### src/design/sleep_gate_map.vh
`ifndef SLEEP_GATE_MAP_VH
`define SLEEP_GATE_MAP_VH

// ==========================================================
// register offsets (byte addresses)
`define SCG_OFF        12'h110
`define CTRL_OFF       12'h130
`define INT_STAT_OFF   12'h134
`define INT_CLR_OFF    12'h138
`define INT_EN_OFF     12'h13c
`define EFF_GATE_OFF   12'h140

// ==========================================================
// gate bit positions
`define CAN_B_BIT      25
`define CAN_A_BIT      24
`define PWM_BIT        20
`define STANDBY_BIT    6
`define WDOG_BIT       3

// ==========================================================
// reset values and writable masks
`define SCG_RESET      32'h00000040
`define SCG_WMASK      32'h03100048
`define CTRL_RESET     32'h00000000
`define AUTO_BIT       0
`define CTRL_WMASK     32'h00000001

// ==========================================================
// event bits of the status, clear and enable registers
`define EV_FAULT       0
`define EV_SLEEP       1
`define EV_WIDTH       2

// ==========================================================
// bus response codes
`define RESP_OKAY      2'b00
`define RESP_SLVERR    2'b10

`endif

### src/design/gate_fault_check.v
`timescale 1ns/1ps
`include "sleep_gate_map.vh"

// ==========================================================
// access fault detector: flags any access to an unclocked unit
module gate_fault_check
(
  input  wire        clock,
  input  wire        rstn,
  input  wire [31:0] gate_en,
  input  wire        access,
  input  wire [4:0]  access_bit,
  output reg         fault_q
);

  // one-cycle fault pulse; unimplemented gate bits read zero, so they fault too
  always @(posedge clock or negedge rstn)
  begin
    if (!rstn)
      fault_q <= 1'b0;
    else
      fault_q <= access & ~gate_en[access_bit];
  end

endmodule // gate_fault_check

### src/design/sleep_clock_gating_reg.v
// Function
// - each implemented bit is the clock enable of one peripheral unit.
// - an access to an unclocked unit raises a bus fault.
// - gating bits reset to zero unless given another reset value.
// - this register supplies unit enables during Sleep; companions cover run and deep sleep.
// - sleep gating applies only while the automatic gating select bit is set.
// - the register resets to 0x00000040.
// - bit 25 gates the second CAN unit, reset zero.
// - bit 24 gates the first CAN unit, reset zero.
// - bit 20 gates the PWM module; access while unclocked faults.
// - bit 6 gates the standby module and resets to one.
// - bit 3 gates the watchdog; access while unclocked faults.
// - unassigned bits are read-only zero; writes to them are ignored.
//
// The AXI4-Lite interface to the registers is this design's own decision.
`timescale 1ns/1ps
`include "sleep_gate_map.vh"

module sleep_clock_gating_reg
#(
  parameter ADDR_W = 12
)
(
  input  wire              clock,
  input  wire              rstn,
  // axi4-lite write address
  input  wire [ADDR_W-1:0] s_axi_awaddr,
  input  wire [2:0]        s_axi_awprot,
  input  wire              s_axi_awvalid,
  output reg               s_axi_awready,
  // axi4-lite write data
  input  wire [31:0]       s_axi_wdata,
  input  wire [3:0]        s_axi_wstrb,
  input  wire              s_axi_wvalid,
  output reg               s_axi_wready,
  // axi4-lite write response
  output reg  [1:0]        s_axi_bresp,
  output reg               s_axi_bvalid,
  input  wire              s_axi_bready,
  // axi4-lite read address
  input  wire [ADDR_W-1:0] s_axi_araddr,
  input  wire [2:0]        s_axi_arprot,
  input  wire              s_axi_arvalid,
  output reg               s_axi_arready,
  // axi4-lite read data
  output reg  [31:0]       s_axi_rdata,
  output reg  [1:0]        s_axi_rresp,
  output reg               s_axi_rvalid,
  input  wire              s_axi_rready,
  // power mode from the system controller, same clock
  input  wire              sleep_mode,
  input  wire              deep_sleep_mode,
  input  wire [31:0]       run_unit_clock_gate,
  input  wire [31:0]       deep_sleep_unit_clock_gate,
  // peripheral access monitor
  input  wire              periph_access,
  input  wire [4:0]        periph_gate_bit,
  output wire              bus_fault,
  // unit clock enables and interrupt request
  output reg               can_unit_b_gate,
  output reg               can_unit_a_gate,
  output reg               pwm_gate,
  output reg               standby_module_gate,
  output reg               watchdog_gate,
  output reg               irq
);

  // ==========================================================
  // functions

  // word index match shared by read and write decode
  function hit;
    input [ADDR_W-1:0] addr;
    input [11:0]       off;
    begin
      hit = (addr[ADDR_W-1:2] == off[ADDR_W-1:2]);
    end
  endfunction

  // byte-lane merge of write data, limited to writable bits
  function [31:0] merge;
    input [31:0] old;
    input [31:0] data;
    input [3:0]  strb;
    input [31:0] wmask;
    integer      i;
    reg   [31:0] lane;
    begin
      lane = 32'h00000000;
      for (i = 0; i < 4; i = i + 1)
        lane[i*8 +: 8] = {8{strb[i]}};
      merge = (old & ~(lane & wmask)) | (data & lane & wmask);
    end
  endfunction

  // ==========================================================
  // registers
  reg  [31:0]          scg_q;
  reg  [31:0]          ctrl_q;
  reg  [`EV_WIDTH-1:0] int_stat_q;
  reg  [`EV_WIDTH-1:0] int_en_q;
  reg  [31:0]          sleep_snap_q;
  reg  [31:0]          eff_q;
  reg                  sleep_prev_q;
  reg  [ADDR_W-1:0]    aw_addr_q;
  reg                  aw_have_q;
  reg  [31:0]          w_data_q;
  reg  [3:0]           w_strb_q;
  reg                  w_have_q;

  wire                 auto_sel;
  wire                 aw_take;
  wire                 w_take;
  wire                 wr_fire;
  wire                 ar_take;
  wire                 sleep_entry;
  wire                 fault_event;
  wire [31:0]          eff_d;
  reg  [`EV_WIDTH-1:0] int_clr_d;
  reg                  wr_ok;
  reg  [31:0]          rd_data;
  reg                  rd_ok;
  wire [`EV_WIDTH-1:0] int_set;
  wire [`EV_WIDTH-1:0] int_stat_d;

  assign auto_sel = ctrl_q[`AUTO_BIT];
  assign bus_fault = fault_event;

  // ==========================================================
  // write channel handshakes
  assign aw_take = s_axi_awvalid & s_axi_awready;
  assign w_take  = s_axi_wvalid & s_axi_wready;
  assign wr_fire = aw_have_q & w_have_q & ~s_axi_bvalid;

  // address and data are captured independently, in either order
  always @(posedge clock or negedge rstn)
  begin
    if (!rstn)
    begin
      aw_have_q <= 1'b0;
      aw_addr_q <= {ADDR_W{1'b0}};
      w_have_q  <= 1'b0;
      w_data_q  <= 32'h00000000;
      w_strb_q  <= 4'h0;
    end
    else
    begin
      if (aw_take)
      begin
        aw_have_q <= 1'b1;
        aw_addr_q <= s_axi_awaddr;
      end
      else if (wr_fire)
        aw_have_q <= 1'b0;
      if (w_take)
      begin
        w_have_q <= 1'b1;
        w_data_q <= s_axi_wdata;
        w_strb_q <= s_axi_wstrb;
      end
      else if (wr_fire)
        w_have_q <= 1'b0;
    end
  end

  // ready drops once a beat is held, so one write at a time
  always @(posedge clock or negedge rstn)
  begin
    if (!rstn)
    begin
      s_axi_awready <= 1'b0;
      s_axi_wready  <= 1'b0;
    end
    else
    begin
      s_axi_awready <= ~aw_have_q & ~aw_take & ~s_axi_bvalid;
      s_axi_wready  <= ~w_have_q & ~w_take & ~s_axi_bvalid;
    end
  end

  // write decode; clear register is write-only and pulses for one cycle
  always @*
  begin
    wr_ok     = 1'b1;
    int_clr_d = {`EV_WIDTH{1'b0}};
    if (hit(aw_addr_q, `SCG_OFF) || hit(aw_addr_q, `CTRL_OFF) ||
        hit(aw_addr_q, `INT_EN_OFF) || hit(aw_addr_q, `INT_STAT_OFF) ||
        hit(aw_addr_q, `EFF_GATE_OFF))
      wr_ok = 1'b1;
    else if (hit(aw_addr_q, `INT_CLR_OFF))
    begin
      if (wr_fire && w_strb_q[0])
        int_clr_d = w_data_q[`EV_WIDTH-1:0];
    end
    else
      wr_ok = 1'b0;
  end

  // writable registers; reserved bits never take a write
  always @(posedge clock or negedge rstn)
  begin
    if (!rstn)
    begin
      scg_q    <= `SCG_RESET;
      ctrl_q   <= `CTRL_RESET;
      int_en_q <= {`EV_WIDTH{1'b0}};
    end
    else if (wr_fire)
    begin
      if (hit(aw_addr_q, `SCG_OFF))
        scg_q <= merge(scg_q, w_data_q, w_strb_q, `SCG_WMASK);
      if (hit(aw_addr_q, `CTRL_OFF))
        ctrl_q <= merge(ctrl_q, w_data_q, w_strb_q, `CTRL_WMASK);
      if (hit(aw_addr_q, `INT_EN_OFF) && w_strb_q[0])
        int_en_q <= w_data_q[`EV_WIDTH-1:0];
    end
  end

  // write response; unmapped offsets answer slverr
  always @(posedge clock or negedge rstn)
  begin
    if (!rstn)
    begin
      s_axi_bvalid <= 1'b0;
      s_axi_bresp  <= `RESP_OKAY;
    end
    else if (wr_fire)
    begin
      s_axi_bvalid <= 1'b1;
      s_axi_bresp  <= wr_ok ? `RESP_OKAY : `RESP_SLVERR;
    end
    else if (s_axi_bready)
      s_axi_bvalid <= 1'b0;
  end

  // ==========================================================
  // read channel
  assign ar_take = s_axi_arvalid & s_axi_arready;

  // read mux; reserved bits read as zero since they are never stored
  always @*
  begin
    rd_data = 32'h00000000;
    rd_ok   = 1'b1;
    if (hit(s_axi_araddr, `SCG_OFF))
      rd_data = scg_q & `SCG_WMASK;
    else if (hit(s_axi_araddr, `CTRL_OFF))
      rd_data = ctrl_q & `CTRL_WMASK;
    else if (hit(s_axi_araddr, `INT_STAT_OFF))
      rd_data[`EV_WIDTH-1:0] = int_stat_q;
    else if (hit(s_axi_araddr, `INT_EN_OFF))
      rd_data[`EV_WIDTH-1:0] = int_en_q;
    else if (hit(s_axi_araddr, `INT_CLR_OFF))
      rd_data = 32'h00000000;
    else if (hit(s_axi_araddr, `EFF_GATE_OFF))
      rd_data = eff_q;
    else
      rd_ok = 1'b0;
  end

  // one read at a time: arready stays low while data waits
  always @(posedge clock or negedge rstn)
  begin
    if (!rstn)
    begin
      s_axi_arready <= 1'b0;
      s_axi_rvalid  <= 1'b0;
      s_axi_rdata   <= 32'h00000000;
      s_axi_rresp   <= `RESP_OKAY;
    end
    else
    begin
      s_axi_arready <= ~s_axi_rvalid & ~ar_take & ~s_axi_arready;
      if (ar_take)
      begin
        s_axi_rvalid <= 1'b1;
        s_axi_rdata  <= rd_data;
        s_axi_rresp  <= rd_ok ? `RESP_OKAY : `RESP_SLVERR;
      end
      else if (s_axi_rready)
        s_axi_rvalid <= 1'b0;
    end
  end

  // ==========================================================
  // mode selection of unit enables
  assign sleep_entry = sleep_mode & ~sleep_prev_q;

  // snapshot at sleep entry so mid-sleep writes wait for the next entry
  always @(posedge clock or negedge rstn)
  begin
    if (!rstn)
    begin
      sleep_prev_q <= 1'b0;
      sleep_snap_q <= `SCG_RESET;
    end
    else
    begin
      sleep_prev_q <= sleep_mode;
      if (sleep_entry)
        sleep_snap_q <= scg_q & `SCG_WMASK;
    end
  end

  // deep sleep outranks sleep; without auto select run enables stay in force
  assign eff_d = (deep_sleep_mode && auto_sel) ? deep_sleep_unit_clock_gate :
                 (sleep_mode && auto_sel)      ? sleep_snap_q :
                                                 run_unit_clock_gate;

  // unit enables leave from flip-flops to keep clock gate cells glitch free
  always @(posedge clock or negedge rstn)
  begin
    if (!rstn)
    begin
      eff_q               <= 32'h00000000;
      can_unit_b_gate     <= 1'b0;
      can_unit_a_gate     <= 1'b0;
      pwm_gate            <= 1'b0;
      standby_module_gate <= 1'b0;
      watchdog_gate       <= 1'b0;
    end
    else
    begin
      eff_q               <= eff_d & `SCG_WMASK;
      can_unit_b_gate     <= eff_d[`CAN_B_BIT];
      can_unit_a_gate     <= eff_d[`CAN_A_BIT];
      pwm_gate            <= eff_d[`PWM_BIT];
      standby_module_gate <= eff_d[`STANDBY_BIT];
      watchdog_gate       <= eff_d[`WDOG_BIT];
    end
  end

  // ==========================================================
  // access fault detection against the enables in force
  gate_fault_check u_fault
  (
    .clock      (clock),
    .rstn       (rstn),
    .gate_en    (eff_q),
    .access     (periph_access),
    .access_bit (periph_gate_bit),
    .fault_q    (fault_event)
  );

  // ==========================================================
  // interrupt status: set wins over a clear in the same cycle
  assign int_set    = {sleep_entry & auto_sel, fault_event};
  assign int_stat_d = (int_stat_q & ~int_clr_d) | int_set;

  always @(posedge clock or negedge rstn)
  begin
    if (!rstn)
    begin
      int_stat_q <= {`EV_WIDTH{1'b0}};
      irq        <= 1'b0;
    end
    else
    begin
      int_stat_q <= int_stat_d;
      irq        <= |(int_stat_d & int_en_q);
    end
  end

endmodule // sleep_clock_gating_reg

### config.mk
export PLATFORM = sky130hd
export DESIGN_NAME = sleep_clock_gating_reg
export DESIGN_NICKNAME = d
export VERILOG_FILES = /design/src/design/gate_fault_check.v /design/src/design/sleep_clock_gating_reg.v
export VERILOG_INCLUDE_DIRS = /design/src /design/src/design
export SDC_FILE = /design/constraint.sdc
export NUM_CORES = 1
export LEC_CHECK = 0
export ABC_AREA = 0
export BUFFER_PORTS_ARGS = -buffer_cell sky130_fd_sc_hd__buf_2
export CAP_MARGIN = 20
export CELL_PAD_IN_SITES_DETAIL_PLACEMENT = 1
export CELL_PAD_IN_SITES_GLOBAL_PLACEMENT = 2
export CORE_ASPECT_RATIO = 0.5
export CORE_MARGIN = 3
export CORE_UTILIZATION = 25
export CTS_CLUSTER_SIZE = 8
export DETAILED_ROUTE_END_ITERATION = 10
export GPL_TIMING_DRIVEN = 0
export PLACE_DENSITY_LB_ADDON = 0.1
export SETUP_SLACK_MARGIN = 0.15
export SLEW_MARGIN = 20
export SYNTH_ARGS = -nofsm -noshare
export SYNTH_HDL_FRONTEND = slang
export SYNTH_SLANG_ARGS = --single-unit
### constraint.sdc
create_clock -name clock -period 2.7 [get_ports clock]
set_input_delay 0.405 -clock clock [delete_from_list [all_inputs] [get_ports clock]]
set_output_delay 0.405 -clock clock [all_outputs]
set_load 0.03 [all_outputs]
==> impl_metrics.py <==
metrics = {
    "timing": {
        "setup_viol": 0,
        "period_minus_slack_ns": 2.22,
        "fmax_mhz": 450,
        "worst_pin_slew_ns": 0.773,
        "finalCritPeriodShare": 0.824,
        "slew_headroom": 0.485,
        "rsz0062_at_grt": "no",
        "fin_skew_ns": 0.00308,
        "fin_setup_tns_ns": 0,
        "drv_slew": 0,
        "hold_viol_final": 0,
        "setup_slack_ns": 0.476,
    },
    "placement": {
        "port_buffers": 75,
        "dpl.cell_count": 466,
        "place_congestion": 0.765,
        "post-place-ws_ns": 0.490,
        "dpl.hpwl_mm": 5.46,
    },
    "critical_path": {
        "cp-start-kind": "flop",
        "reg2reg_from": "aw_addr_q[7]",
        "worstPathCellList": "or4b_4, nor4_4, nand4_1, mux2_2",
        "reg2reg_depth": 4,
        "worstPathRequired_ns": 2.90,
        "slowest_stage": "nor4_4",
        "crit_type": "flop to flop",
        "cp-startpoint": "aw_addr_q[7]",
        "rr_endpoint": "int_en_q[0]",
        "cp.arrival_ns": 2.42,
        "crit_path_end": "int_en_q[0]",
        "end_kind": "flop",
        "critPathMaxFanout": 9,
        "max_stage_delay_ns": 0.58,
        "r2r_slack_ns": 0.48,
    },
    "grt": {
        "grtUsageTotal": 0.115,
        "antenna_found_initial": 1,
        "gr-total-overflow": 0,
        "grt_first_pass_wirelength_mm": 11.1,
        "grt_max_degree": 60,
        "grt_pass1_vias": 2170,
    },
    "clock_tree": {
        "cts_sinks": 59,
        "hold_buffers": 0,
        "cts_htree_levels": 3,
        "clock_latency_ns": 0.31,
        "path_clk_slew_ns": 0.05,
        "cts-root-buf": "clkbuf_16",
        "cts_max_path_buffers": 2,
        "cts_buffers": 9,
        "cts_resized": 0,
        "cts_tree": "built",
        "cts_setup_buffers": 0,
    },
    "route": {
        "route.met2.wl_mm": 3.04,
        "detailroute.via_count": 2075,
        "routed.top_layer": "met5",
        "drt_iter0_drc": 46,
        "drt-met1-wl_mm": 3.42,
        "post_drt_wl_per_cell_um": 14.6,
        "wl_met3_um": 549,
        "ant_nets": 0,
        "drc": 0,
        "drtPass1Iterations": 4,
        "viasPerCell": 4.30,
        "postRouteWirelength_mm": 7.05,
    },
    "logic_synthesis": {
        "ys_types": 36,
        "synth_edf_count": 0,
        "synth_ff_type": "dfrtp_1",
        "netlist_area_mm2": 0.00273,
        "syn_avg_cell_area_um2": 12.1,
        "yosysWarnings": 0,
        "synthTopCellsByArea": "dfrtp_1, mux2_2, buf_4",
        "ys_ff_latch": 59,
        "ys_seq_area_frac": 0.541,
        "yosys.area.top_type": "dfrtp_1",
        "syn_inst": 225,
        "ys_async_sr_fraction": 1.00,
        "synth_top_area_share": 0.522,
    },
    "pwr": {
        "peakVddDrop_uv": 299,
        "leakagePower_nw": 1.82,
        "p_total_w": 0.00309,
        "powerDensity_mw_per_mm2": 842,
    },
    "finish": {
        "multi_input_area_mm2": 0.00111,
        "instances_no_fill": 482,
        "synthToLayoutAreaGrowth_pct": 34.5,
        "n_fill_cell": 1185,
        "seq_area_mm2": 0.00148,
        "drive_gt1_frac": 0.450,
        "diodes": 0,
        "fin_nets": 482,
    },
    "floorplan": {
        "io_pins": 193,
        "dieHeight_um": 79.9,
        "row_count": 26,
        "core-area_mm2": 0.0104,
        "fp.dieW_um": 154,
        "die_area_mm2": 0.0123,
        "start_util": 0.262,
    },
    "run": {
        "maxCapViolCount": 0,
    },
    "status": {
        "status": "complete, no violations",
    },
    "worst_hold_path": {
        "hold_path.class": "input port to asynchronous set/reset pin",
    },
}
-- cell usage in the layout, fill, tap and decap left out, drive strengths merged, types with 2 or more instances in the layout --
cell,Yosys,routed
nor2b,5,5
nand3,6,6
nor2,7,7
nand2,14,14
mux2i,2,2
a21oi,2,2
dfstp,2,2
nor3,2,2
a22o,21,21
nand2b,2,2
inv,4,4
buf,27,102
a31oi,2,2
mux2,34,34
nor4,2,2
conb,1,27
o21ai,8,8
and3,2,2
dfrtp,57,57
nand4,4,4
clkbuf,5,20
nor4b,2,2
o21a,2,2
-- cell type report --
cell class,count,area share
Clock inverter,1,0.00136
Timing Repair Buffer,75,0.103
Clock buffer,15,0.0783
Buffer,32,0.0603
Sequential cell,59,0.402
Inverter,4,0.00409
Tap cell,140,0.0477
Multi-Input combinational cell,156,0.303
-- cell families after synthesis --
| group | after synthesis | share of synthesized area |
|---|---|---|
| other | 1 | 0.00137 |
| buffers and inverters | 36 | 0.0866 |
| AOI/OAI and AO/OA | 42 | 0.117 |
| and+or+nand+nor | 51 | 0.106 |
| DFF | 59 | 0.541 |
| muxes | 36 | 0.148 |
-- power breakdown --
group          switching, W  internal [W]  leakage, nW  total, W
clock network      0.000369      0.000720        0.146   0.00109
logic              0.000382      0.000323        0.945  0.000705
registers          0.000189       0.00111        0.733   0.00130
-- through the flow --
| stage | utilization | hold WS (ns) | cell area (um2) |
|---|---|---|---|
| after CTS | 0.353 | 0.198 | 3670 |
| after global placement | 0.325 | 0.435 | 3380 |
| after global routing | 0.353 | 0.222 | 3670 |
| final | 0.353 | 0.154 | 3670 |
| after detailed placement | 0.325 | 0.451 | 3380 |
| after floorplan | - | 0.109 | 2830 |
-- cell usage after synthesis (all sizes together), types with 4 or more instances --
| cell type | count |
|---|---|
| o21ai | 8 |
| buf | 27 |
| nand4 | 4 |
| clkbuf | 5 |
| mux2 | 34 |
| inv | 4 |
| a22o | 21 |
| dfrtp | 57 |
| nor2b | 5 |
| nand2 | 14 |
| nor2 | 7 |
| nand3 | 6 |
-- metal layers --
metal / global-route usage / vias up
li1: - / 998
met1: 0.153 / 998
met2: 0.171 / 73
met3: 0.0509 / 4
met4: 0.0291 / 2
met5: 0 / -
-- worst max-delay path, delay by kind of cell, from the launching register on --
family	cells	cell delay, ns
flops	1	0.37
simple gates	3	1.41
mux	1	0.33
-- how the worst min path moves through the flow --
stage / endpoint / slack [ns]
detailed placement: s_axi_arready / 0.45
floorplan: asynchronous set/reset pin / 0.11
finish: s_axi_rvalid / 0.15
global route: s_axi_rdata[1] / 0.22
CTS: s_axi_rdata[1] / 0.20
global placement: s_axi_arready / 0.44
No activity file was read; power rests on OpenSTA's default activity.
